[config.mk]
export PLATFORM = sky130hd
export DESIGN_NAME = external_pin_interrupt_unit
export DESIGN_NICKNAME = d
export VERILOG_FILES = /design/src/ext_irq_pkg.sv /design/src/external_pin_interrupt_unit.sv
export SDC_FILE = /design/constraint.sdc
export NUM_CORES = 1
export LEC_CHECK = 0
export ABC_CLOCK_PERIOD_IN_PS = 1370
export CAP_MARGIN = 20
export CELL_PAD_IN_SITES_DETAIL_PLACEMENT = 1
export CELL_PAD_IN_SITES_GLOBAL_PLACEMENT = 1
export CORE_UTILIZATION = 43
export CTS_BUF_LIST = sky130_fd_sc_hd__clkbuf_4 sky130_fd_sc_hd__clkbuf_8 sky130_fd_sc_hd__clkbuf_16
export CTS_CLUSTER_SIZE = 16
export DETAILED_ROUTE_END_ITERATION = 10
export DONT_BUFFER_PORTS = 1
export PLACE_DENSITY = 0.74
export SYNTH_ARGS = -nofsm -noshare
export SYNTH_HDL_FRONTEND = slang
export SYNTH_SLANG_ARGS = --single-unit
[constraint.sdc]
create_clock -name i_core_clk -period 1.37 [get_ports i_core_clk]
set_input_delay 0.2055 -clock i_core_clk [delete_from_list [all_inputs] [get_ports i_core_clk]]
set_output_delay 0.2055 -clock i_core_clk [all_outputs]
set_load 0.03 [all_outputs]
[src/ext_irq_pkg.sv]
// Shared constants and types for the external pin interrupt unit.
package ext_irq_pkg;

  // Register word offsets on the plain register port.
  localparam logic [7:0] OFF_CONTROL_SENSE = 8'h00;
  localparam logic [7:0] OFF_ENABLE_MASK = 8'h01;
  localparam logic [7:0] OFF_FLAG_BITS = 8'h02;
  localparam logic [7:0] OFF_PC_MASK = 8'h03;

  // Reset values of the registers.
  localparam logic [7:0] RST_CONTROL_SENSE = 8'h00;
  localparam logic [7:0] RST_ENABLE_MASK = 8'h00;
  localparam logic [7:0] RST_FLAG_BITS = 8'h00;
  localparam logic [7:0] RST_PC_MASK = 8'h00;

  // Field positions in the control sense register.
  localparam int SENSE_B_LO_POS = 2;
  localparam int SENSE_A_LO_POS = 0;

  // Bit positions shared by the enable mask and the flag register.
  localparam int EXT_B_POS = 7;
  localparam int EXT_A_POS = 6;
  localparam int PIN_CHG_POS = 5;

  // Bits of the enable mask and flag register that exist.
  localparam logic [7:0] IRQ_BITS_USED = 8'hE0;

  // Number of pin change inputs served.
  localparam int PC_COUNT = 8;

  // Two-bit sense selection of a dedicated interrupt pin.
  typedef enum logic [1:0]
  {
    SENSE_LOW_LEVEL = 2'h0,
    SENSE_ANY_CHANGE = 2'h1,
    SENSE_FALLING = 2'h2,
    SENSE_RISING = 2'h3
  } sense_e;

  // One bit for each interrupt source, used for requests and acknowledges.
  typedef struct packed
  {
    logic ext_b;
    logic ext_a;
    logic pin_chg;
  } irq_vec_s;

endpackage

[src/external_pin_interrupt_unit.sv]
`timescale 1ns/1ps

module external_pin_interrupt_unit
#(
  parameter int PC_WIDTH = ext_irq_pkg::PC_COUNT
)
(
  input wire logic i_core_clk,
  input wire logic i_reset,
  input wire logic [7:0] i_addr,
  input wire logic [7:0] i_wdata,
  input wire logic i_wr,
  input wire logic i_rd,
  output logic [7:0] o_rdata,
  input wire logic i_ext_irq_pin_a,
  input wire logic i_ext_irq_pin_b,
  input wire logic [PC_WIDTH-1:0] i_pin_change_inputs,
  input wire logic i_global_irq_enable,
  input wire ext_irq_pkg::irq_vec_s i_vector_ack,
  output ext_irq_pkg::irq_vec_s o_irq_req,
  output logic o_wake
);

  // The mask register is eight bits wide, so no more pins can be served.
  if (PC_WIDTH < 1 || PC_WIDTH > 8)
  begin : g_width_check
    $error("PC_WIDTH must lie between 1 and 8");
  end

  // Decides whether a sampled edge matches the selected sense.
  function automatic logic edge_hit(input ext_irq_pkg::sense_e sense,
                                    input logic old_v,
                                    input logic new_v);
    logic hit;
    hit = 1'b0;
    case (sense)
      ext_irq_pkg::SENSE_ANY_CHANGE: hit = old_v ^ new_v;
      ext_irq_pkg::SENSE_FALLING: hit = old_v & ~new_v;
      ext_irq_pkg::SENSE_RISING: hit = ~old_v & new_v;
      default: hit = 1'b0;
    endcase
    return hit;
  endfunction

  // Synchroniser and history stages for the two dedicated pins.
  logic a_s1_q, a_s1_d;
  logic a_s2_q, a_s2_d;
  logic a_s3_q, a_s3_d;
  logic b_s1_q, b_s1_d;
  logic b_s2_q, b_s2_d;
  logic b_s3_q, b_s3_d;
  // Synchroniser and history stages for the pin change inputs.
  logic [PC_WIDTH-1:0] pc_s1_q, pc_s1_d;
  logic [PC_WIDTH-1:0] pc_s2_q, pc_s2_d;
  logic [PC_WIDTH-1:0] pc_s3_q, pc_s3_d;

  // Software visible registers.
  logic [7:0] control_sense_q, control_sense_d;
  logic [7:0] enable_mask_q, enable_mask_d;
  logic [7:0] pin_change_mask_q, pin_change_mask_d;
  // Sticky flags of the three sources.
  logic ext_flag_b_q, ext_flag_b_d;
  logic ext_flag_a_q, ext_flag_a_d;
  logic pin_change_flag_q, pin_change_flag_d;
  // Registered read data and interrupt requests.
  logic [7:0] rdata_q, rdata_d;
  ext_irq_pkg::irq_vec_s req_q, req_d;

  // Decoded fields of the registers.
  ext_irq_pkg::sense_e sense_a;
  ext_irq_pkg::sense_e sense_b;
  logic en_b, en_a, en_pc;
  logic level_a, level_b;
  // Trigger pulses from the clocked detectors.
  logic hit_a, hit_b, hit_pc;
  // Write-one-to-clear strobes for each flag.
  logic clr_b, clr_a, clr_pc;
  // Masked pin change mask, trimmed to the served width.
  logic [PC_WIDTH-1:0] pc_mask;

  // Field decode; sense fields sit at fixed positions in control_sense.
  always_comb
  begin
    sense_b = ext_irq_pkg::sense_e'(
      control_sense_q[ext_irq_pkg::SENSE_B_LO_POS +: 2]);
    sense_a = ext_irq_pkg::sense_e'(
      control_sense_q[ext_irq_pkg::SENSE_A_LO_POS +: 2]);
    en_b = enable_mask_q[ext_irq_pkg::EXT_B_POS];
    en_a = enable_mask_q[ext_irq_pkg::EXT_A_POS];
    en_pc = enable_mask_q[ext_irq_pkg::PIN_CHG_POS];
    level_a = (sense_a == ext_irq_pkg::SENSE_LOW_LEVEL);
    level_b = (sense_b == ext_irq_pkg::SENSE_LOW_LEVEL);
    pc_mask = pin_change_mask_q[PC_WIDTH-1:0];
  end

  // Next values of the synchronisers; the first stage feeds only the second.
  // The pins are sampled no matter which way the port drives them.
  always_comb
  begin
    a_s1_d = i_ext_irq_pin_a;
    a_s2_d = a_s1_q;
    a_s3_d = a_s2_q;
    b_s1_d = i_ext_irq_pin_b;
    b_s2_d = b_s1_q;
    b_s3_d = b_s2_q;
    pc_s1_d = i_pin_change_inputs;
    pc_s2_d = pc_s1_q;
    pc_s3_d = pc_s2_q;
  end

  // Synchroniser flops; the dedicated pin stages reset high like an undriven pull-up pin, the pin change stages reset low.
  always_ff @(posedge i_core_clk)
  begin
    if (i_reset)
    begin
      a_s1_q <= 1'b1;
      a_s2_q <= 1'b1;
      a_s3_q <= 1'b1;
      b_s1_q <= 1'b1;
      b_s2_q <= 1'b1;
      b_s3_q <= 1'b1;
      pc_s1_q <= '0;
      pc_s2_q <= '0;
      pc_s3_q <= '0;
    end
    else
    begin
      a_s1_q <= a_s1_d;
      a_s2_q <= a_s2_d;
      a_s3_q <= a_s3_d;
      b_s1_q <= b_s1_d;
      b_s2_q <= b_s2_d;
      b_s3_q <= b_s3_d;
      pc_s1_q <= pc_s1_d;
      pc_s2_q <= pc_s2_d;
      pc_s3_q <= pc_s3_d;
    end
  end

  // Edge detectors compare the synchronised sample with the one before it.
  // A pulse wider than one clock period is always seen by both stages.
  always_comb
  begin
    hit_a = edge_hit(sense_a, a_s3_q, a_s2_q);
    hit_b = edge_hit(sense_b, b_s3_q, b_s2_q);
    hit_pc = |((pc_s2_q ^ pc_s3_q) & pc_mask);
  end

  // Write-one-to-clear strobes for the flag register.
  always_comb
  begin
    clr_b = 1'b0;
    clr_a = 1'b0;
    clr_pc = 1'b0;
    if (i_wr && i_addr == ext_irq_pkg::OFF_FLAG_BITS)
    begin
      clr_b = i_wdata[ext_irq_pkg::EXT_B_POS];
      clr_a = i_wdata[ext_irq_pkg::EXT_A_POS];
      clr_pc = i_wdata[ext_irq_pkg::PIN_CHG_POS];
    end
  end

  // Flag next values; a trigger in the clearing cycle wins over the clear.
  always_comb
  begin
    ext_flag_b_d = ext_flag_b_q;
    ext_flag_a_d = ext_flag_a_q;
    pin_change_flag_d = pin_change_flag_q;
    // Software write of one or the vector running both clear a flag.
    if (clr_b || i_vector_ack.ext_b)
    begin
      ext_flag_b_d = 1'b0;
    end
    if (clr_a || i_vector_ack.ext_a)
    begin
      ext_flag_a_d = 1'b0;
    end
    if (clr_pc || i_vector_ack.pin_chg)
    begin
      pin_change_flag_d = 1'b0;
    end
    // Triggers set their flag after the clears so they take priority over them.
    if (hit_b)
    begin
      ext_flag_b_d = 1'b1;
    end
    if (hit_a)
    begin
      ext_flag_a_d = 1'b1;
    end
    if (hit_pc)
    begin
      pin_change_flag_d = 1'b1;
    end
    // A level-sensed pin keeps its flag cleared.
    if (level_b)
    begin
      ext_flag_b_d = 1'b0;
    end
    if (level_a)
    begin
      ext_flag_a_d = 1'b0;
    end
  end

  // Register writes; only existing bits of the enable mask are stored.
  always_comb
  begin
    control_sense_d = control_sense_q;
    enable_mask_d = enable_mask_q;
    pin_change_mask_d = pin_change_mask_q;
    if (i_wr)
    begin
      case (i_addr)
        ext_irq_pkg::OFF_CONTROL_SENSE: control_sense_d = i_wdata;
        ext_irq_pkg::OFF_ENABLE_MASK:
          enable_mask_d = i_wdata & ext_irq_pkg::IRQ_BITS_USED;
        ext_irq_pkg::OFF_PC_MASK: pin_change_mask_d = i_wdata;
        default: control_sense_d = control_sense_q;
      endcase
    end
  end

  // Read data for the cycle after the read strobe; unmapped reads give zero.
  always_comb
  begin
    rdata_d = 8'h00;
    if (i_rd)
    begin
      case (i_addr)
        ext_irq_pkg::OFF_CONTROL_SENSE: rdata_d = control_sense_q;
        ext_irq_pkg::OFF_ENABLE_MASK: rdata_d = enable_mask_q;
        ext_irq_pkg::OFF_FLAG_BITS:
        begin
          rdata_d[ext_irq_pkg::EXT_B_POS] = ext_flag_b_q;
          rdata_d[ext_irq_pkg::EXT_A_POS] = ext_flag_a_q;
          rdata_d[ext_irq_pkg::PIN_CHG_POS] = pin_change_flag_q;
        end
        ext_irq_pkg::OFF_PC_MASK: rdata_d = pin_change_mask_q;
        default: rdata_d = 8'h00;
      endcase
    end
  end

  // Requests to the core: source enable and global enable gate each one.
  // A level-sensed pin requests for as long as its sample stays low.
  always_comb
  begin
    req_d.ext_b = i_global_irq_enable & en_b &
      (level_b ? ~b_s2_q : ext_flag_b_q);
    req_d.ext_a = i_global_irq_enable & en_a &
      (level_a ? ~a_s2_q : ext_flag_a_q);
    req_d.pin_chg = i_global_irq_enable & en_pc & pin_change_flag_q;
  end

  // Register state, flags, read data and requests.
  always_ff @(posedge i_core_clk)
  begin
    if (i_reset)
    begin
      control_sense_q <= ext_irq_pkg::RST_CONTROL_SENSE;
      enable_mask_q <= ext_irq_pkg::RST_ENABLE_MASK;
      pin_change_mask_q <= ext_irq_pkg::RST_PC_MASK;
      ext_flag_b_q <= ext_irq_pkg::RST_FLAG_BITS[ext_irq_pkg::EXT_B_POS];
      ext_flag_a_q <= ext_irq_pkg::RST_FLAG_BITS[ext_irq_pkg::EXT_A_POS];
      pin_change_flag_q <=
        ext_irq_pkg::RST_FLAG_BITS[ext_irq_pkg::PIN_CHG_POS];
      rdata_q <= 8'h00;
      req_q <= '0;
    end
    else
    begin
      control_sense_q <= control_sense_d;
      enable_mask_q <= enable_mask_d;
      pin_change_mask_q <= pin_change_mask_d;
      ext_flag_b_q <= ext_flag_b_d;
      ext_flag_a_q <= ext_flag_a_d;
      pin_change_flag_q <= pin_change_flag_d;
      rdata_q <= rdata_d;
      req_q <= req_d;
    end
  end

  // Wake path: deliberately clockless so it works with the clock stopped.
  // It reads the raw pins; a low level or a masked pin differing from the
  // last clocked sample raises it. Glitches here only wake the part.
  always_comb
  begin
    o_wake = (en_a & level_a & ~i_ext_irq_pin_a) |
      (en_b & level_b & ~i_ext_irq_pin_b) |
      (en_pc & |((i_pin_change_inputs ^ pc_s3_q) & pc_mask));
  end

  // Read data and request outputs come straight from flops.
  assign o_rdata = rdata_q;
  assign o_irq_req = req_q;
endmodule

==> results.cfg, run 1 <==
[detailed_routing]
route.antenna.remaining_nets = 0
detail_route.wl_per_cell_um = 16.3
drc_violation_total_after_the_first_tritonroute_iteration = 67
drc_violations_left = 0
drt_first_pass_iters = 4
via_per_inst = 5.08
vias = 1759
wl_um = 5630

[cells_and_area]
post-route-util_pct = 55.3
num_antenna_cells = 0
finalNetCount = 309
post_route_cells_drive_above_1_share_pct = 24.5
layout.cells.most_common = dfxtp_1
layout.cell_area.non_filler_sq_um = 3030
area_growth_pct = 24.3
layout.cells.non_filler = 346
final_cell_mix = dfxtp_1 (59), nor2_1 (31), buf_4 (28), nor2b_1 (27), mux2i_1 (20)

[global_routing]
gr-usage-all-layers_pct = 21.0
grt_pass1_wl_um = 9270
grt_start_max_net_pins = 53
globalRouteOverflowTotal = 0
grt_antenna_before_repair = 0
vias_in_the_first_global_route = 1905

[die]
floorplan.die_area_sq_um = 5970
starting_density_of_the_core_pct = 44.5
die_height_um = 77.3
placement_rows = 27
die_x_um = 77.3
core-area_sq_um = 5470
ios = 46

[run_status]
outcome = finished, violations left
violations = setup timing

[clock_network]
cts_buffer_depth = 2
clockRootBuffer = clkbuf_8
htreeDepth = 3
postCtsSetupBuffers = 0
cts_tree = yes
clock_sink_count = 63
clk_pin_slew_worst_paths_ns = 0.07
tritoncts.num_buffers = 9
worstSkewPairLatency_ns = 0.34

[yosys]
fraction_of_the_yosys_area_taken_by_sequential_cells_pct = 51.8
syn_avg_cell_area_sq_um = 10.6
netlist_top_cells_area = dfxtp_1 (52%), mux2i_1 (8.2%), nor2b_1 (6.9%), xor2_1 (5.8%), nor2_1 (4.8%)
asyncSetResetFlopFracSynth_pct = 0
syn-num-nets = 267
ys.warnings.count = 0
edff_count_synth = 0
yosys.area.top_type_share_pct = 51.8
synth_cells = 229
yosys.area.top_type = dfxtp_1
synthesis.area_sq_um = 2440
synthFlopType = dfxtp_1
synth_seq_cells = 63
post_synth_num_cell_types = 29

[timing]
clock-skew-final_ns = 0.00905
period_needed_ns = 1.81
tightestPinTransition_ns = 0.406
timing.max_slew.rel_slack_pct = 72.7
grt_setup_unrepaired = yes
timing.final.crit_share_pct = 132
setup_viol = 1
max_freq_ghz = 0.553
fin_tns_setup_ns = -0.439
final-hold-violation-count = 0
final_setup_slack_of_the_worst_path_ns = -0.439
holdWs_ns = 0.0133
drv_slew = 0

[place]
detailed_place.area_sq_um = 2710
placement.setup.worst_slack_ns = -0.151
buffer_ports.inserted = 0
dp.final_hpwl_um = 3970
post-place-cells = 322
place.gp.congestion = 0.761

[pwr]
pwr-share-clk_pct = 42.6
p_int_mw = 2.81
seq_power_share_pct = 53.0
pd_cells_nw_per_um2 = 1180
power.leakage_nw = 1.39
ir_worst_vdd_mv = 0.597
combinationalPowerShare_pct = 4.5
design_power_total_mw = 3.56
sw_frac_of_total_pct = 21.0
power_switching_mw = 0.747

[worst_hold_path]
timing.hold.worst.class = input pin to flop

[setup_path]
criticalPathCategory = flop to output pin
slowest_stage = a221o_2
cp-end-kind = output pin
crit_chain = xor2_1 -> a22oi_1 -> nand4_1 -> a221o_2
critical_path.max_fanout = 2
worstPathRequired_ns = 1.16
setup.worst_path.start_class = flop
worst_ep_arrival_time_ns = 1.60
worst_path_largest_cell_delay_ns = 0.45

[flow_run]
max-cap-violations = 0
-- synthesized netlist by cell type, drive strengths merged (4+ instances only) --
master / n
a22oi: 9
nand2: 6
xor2: 16
clkbuf: 7
mux2i: 20
nand4: 4
a211oi: 4
inv: 5
nor2b: 27
and3: 4
nor2: 31
or2: 6
dfxtp: 63
ha: 4
-- logic make-up (layout without fill, tap and decap cells) --
group / Yosys count / count (layout) / synth area share, %
xor gates and xnor gates: 16 / 16 / 5.75
buffers and inverters: 12 / 57 / 1.85
muxes: 23 / 23 / 11.0
adders and majority gates: 4 / 4 / 2.05
AOI/OAI and AO/OA: 22 / 22 / 6.73
DFF: 63 / 63 / 51.8
and+or+nand+nor: 89 / 89 / 20.9
-- layer usage --
metal	vias to the layer above	global-route usage (%)	routed length, um	share of wire (%)
li1	865	-	-	-
met1	836	24.1	2470	44
met2	43	34.4	2760	49
met3	15	5.36	246	4.4
met4	0	13.8	148	2.6
met5	-	0	0	0
-- flip-flops by register name (all words and copies together), names as in the netlist, 3 cells and up --
register / count
o_rdata: 8
o_irq_req: 3
pc_mask: 8
pc_s1_q: 8
pc_s2_q: 8
control_sense_q: 8
enable_mask_q: 3
pc_s3_q: 8
-- power by group through the flow --
stage               clock, mW  sequential, mW  combinational, mW
global route             1.62            1.89              0.177
detailed placement          0            1.93              0.108
finish                   1.52            1.89              0.158
floorplan                   0            1.92             0.0956
CTS                      1.55            1.89              0.157
global placement            0            1.92              0.104
-- layout make-up --
| type | instances | area [sq um] |
|---|---|---|
| fillers | 606 | 2440 |
| flip-flops and latches | 63 | 1270 |
| multi-input cells | 154 | 1150 |
| repair buffers | 38 | 320 |
| clock buffers | 14 | 186 |
| well taps | 72 | 90.1 |
| inverters | 5 | 18.8 |
-- critical path: cells and delay by family, from the launching register on --
family	cells	cell delay [ns]
AO/OA/AOI/OAI	2	0.65
XOR/XNOR	1	0.13
AND/OR/NAND/NOR	1	0.16
flip-flops	1	0.32
-- final timing paths --
check        slack, ns  cells past startpoint  startpoint                end
max              -0.44                      4  pc_s3_q[3]             o_wake
min               0.01                      2  i_wdata[1]         pc_mask[1]
max reg2reg       0.11                      5  pc_s3_q[4]  pin_change_flag_q
min reg2reg       0.41                      1      a_s1_q             a_s2_q
-- timing repair --
action / in CTS / in global routing
endpoints found under the hold margin: 52 / 0
hold buffers: 10 / 0
pin swaps: 5 / 5
endpoints found under the setup margin: 1 / 4
resized for setup: 2 / 6
(Power assumes the default switching activity.)
==> inputs of run 2 (changes only) <==
Settings changed: CAP_MARGIN 20 to unset, HOLD_SLACK_MARGIN set to 0.08, SLEW_MARGIN set to 5.
==> results.cfg, run 2 (same netlist as run 1, synthesis figures left out) <==
[pwr]
pd_cells_nw_per_um2 = 1140
seq_power_share_pct = 52.6
sw_frac_of_total_pct = 20.9
p_int_mw = 2.84
power.leakage_nw = 1.44
pwr-share-clk_pct = 42.0
ir_worst_vdd_mv = 0.598
combinationalPowerShare_pct = 5.4
power_switching_mw = 0.751

[global_routing]
grt_start_max_net_pins = 54
vias_in_the_first_global_route = 1966
grt_pass1_wl_um = 9630
grt_antenna_before_repair = 0
globalRouteOverflowTotal = 0
gr-usage-all-layers_pct = 21.7

[timing]
period_needed_ns = 1.80
timing.final.crit_share_pct = 131
grt_setup_unrepaired = yes
clock-skew-final_ns = 0.00837
final_setup_slack_of_the_worst_path_ns = -0.430
timing.max_slew.rel_slack_pct = 72.3
final-hold-violation-count = 0
drv_slew = 0
tightestPinTransition_ns = 0.412
max_freq_ghz = 0.556
setup_viol = 1

[run_status]
violations = setup timing
outcome = finished, violations left

[cells_and_area]
area_growth_pct = 29.3
final_cell_mix = dfxtp_1 (59), nor2_1 (31), buf_4 (28), nor2b_1 (27), dlygate4sd3_1 (21)
fillerInstances = 603
finalNetCount = 321
post-route-util_pct = 57.5
layout.cell_area.non_filler_sq_um = 3150
post_route_cells_drive_above_1_share_pct = 23.4
num_antenna_cells = 0
layout.cells.most_common = dfxtp_1
layout.cells.non_filler = 358

[worst_hold_path]
timing.hold.worst.class = input pin to flop
timing.hold.worst_path_depth = 2
worst_hold_path.endpoint = control_sense_q[0]
timing.hold.worst.start = i_wdata[0]

[detailed_routing]
detail_route.wl_per_cell_um = 16.3
route.antenna.remaining_nets = 0
drc_violations_left = 0
vias = 1830
wl_um = 5840
drc_violation_total_after_the_first_tritonroute_iteration = 90
drt_first_pass_iters = 4
via_per_inst = 5.11

[setup_path]
worst_ep_arrival_time_ns = 1.59
critical_path.max_fanout = 2
worstPathRequired_ns = 1.16
setup.worst_path.start_class = flop
length_in_cells_of_the_worst_reg_to_reg_path = 5
cp-end-kind = output pin
critical_path.reg2reg.endpoint = ext_flag_b_q
ff2ff_setup_slack_ns = 0.10
criticalPathCategory = flop to output pin
timing.rr.start = b_s2_q

[place]
buffer_ports.inserted = 0
detailed_place.area_sq_um = 2710
post-place-cells = 322
dp.final_hpwl_um = 3970
place.gp.congestion = 0.761

[flow_run]
max-cap-violations = 0

[die]
ios = 46
core-area_sq_um = 5470
floorplan.die_area_sq_um = 5970
starting_density_of_the_core_pct = 44.5
placement_rows = 27
die_height_um = 77.3
die_x_um = 77.3

[clock_network]
cts_buffer_depth = 2
postCtsSetupBuffers = 0
htreeDepth = 3
cts_tree = yes
clk_pin_slew_worst_paths_ns = 0.06
tritoncts.num_buffers = 9
worstSkewPairLatency_ns = 0.33
clockRootBuffer = clkbuf_8
clock_sink_count = 63
## run 2: changes by cell type in the layout (fill, tap and decap cells not counted), sizes merged
cell         change
dlygate4sd3     +12
## run 2: per-stage QoR
stage / power (mW) / hold slack [ns] / setup TNS [ns] / setup WS [ns]
after floorplan: 2.02 / 0.312 / 0 / 0.0146
after global placement: 2.03 / 0.283 / -0.146 / -0.146
after detailed placement: 2.03 / 0.284 / -0.151 / -0.151
after CTS: 3.63 / 0.0837 / -0.513 / -0.513
after global routing: 3.71 / 0.118 / -0.520 / -0.520
final: 3.59 / 0.106 / -0.430 / -0.430
## run 2: worst max path at each step
stage               start  endpoint  cells past startpoint
6_report       pc_s3_q[3]    o_wake                      4
5_1_grt        pc_s3_q[3]    o_wake                      4
4_1_cts        pc_s3_q[4]    o_wake                      4
3_5_place_dp   pc_s3_q[4]    o_wake                      4
3_3_place_gp   pc_s3_q[4]    o_wake                      4
2_1_floorplan  pc_s3_q[6]    o_wake                      4
## run 2: power groups by stage
| stage | Clock, mW | Combinational [mW] | Sequential [mW] |
|---|---|---|---|
| floorplan | 0 | 0.0956 | 1.92 |
| global placement | 0 | 0.104 | 1.92 |
| detailed placement | 0 | 0.108 | 1.93 |
| CTS | 1.55 | 0.191 | 1.89 |
| global route | 1.61 | 0.214 | 1.89 |
| finish | 1.51 | 0.194 | 1.89 |
## run 2: area by class of cell
| cell class | instances | area [sq um] | share of cell area, % |
|---|---|---|---|
| sequential | 63 | 1270 | 40.2 |
| multi-input combinational | 154 | 1150 | 36.4 |
| timing repair buffer | 50 | 440 | 14.0 |
| clock buffer | 14 | 186 | 5.92 |
| tap | 72 | 90.1 | 2.86 |
| inverter | 5 | 18.8 | 0.596 |
## run 2: critical path, stage by stage, from the launching register on
cell	delay [ns]
dfxtp_2	0.32
xor2_1	0.13
a22oi_1	0.19
nand4_1	0.16
a221o_2	0.46
## run 2: what timing repair did
item	4_1_cts	5_1_grt
pin swaps	5	5
resized for setup	2	6
setup endpoints to repair	1	4
endpoints found under the hold margin	54	0
hold buffers	22	0
## run 2: per-layer routing
metal / part of all wire [%] / GRT usage, %
met3: 5.0 / 4.76
met5: 0 / 0
met1: 44 / 25.6
met4: 1.6 / 11.3
met2: 50 / 36.5
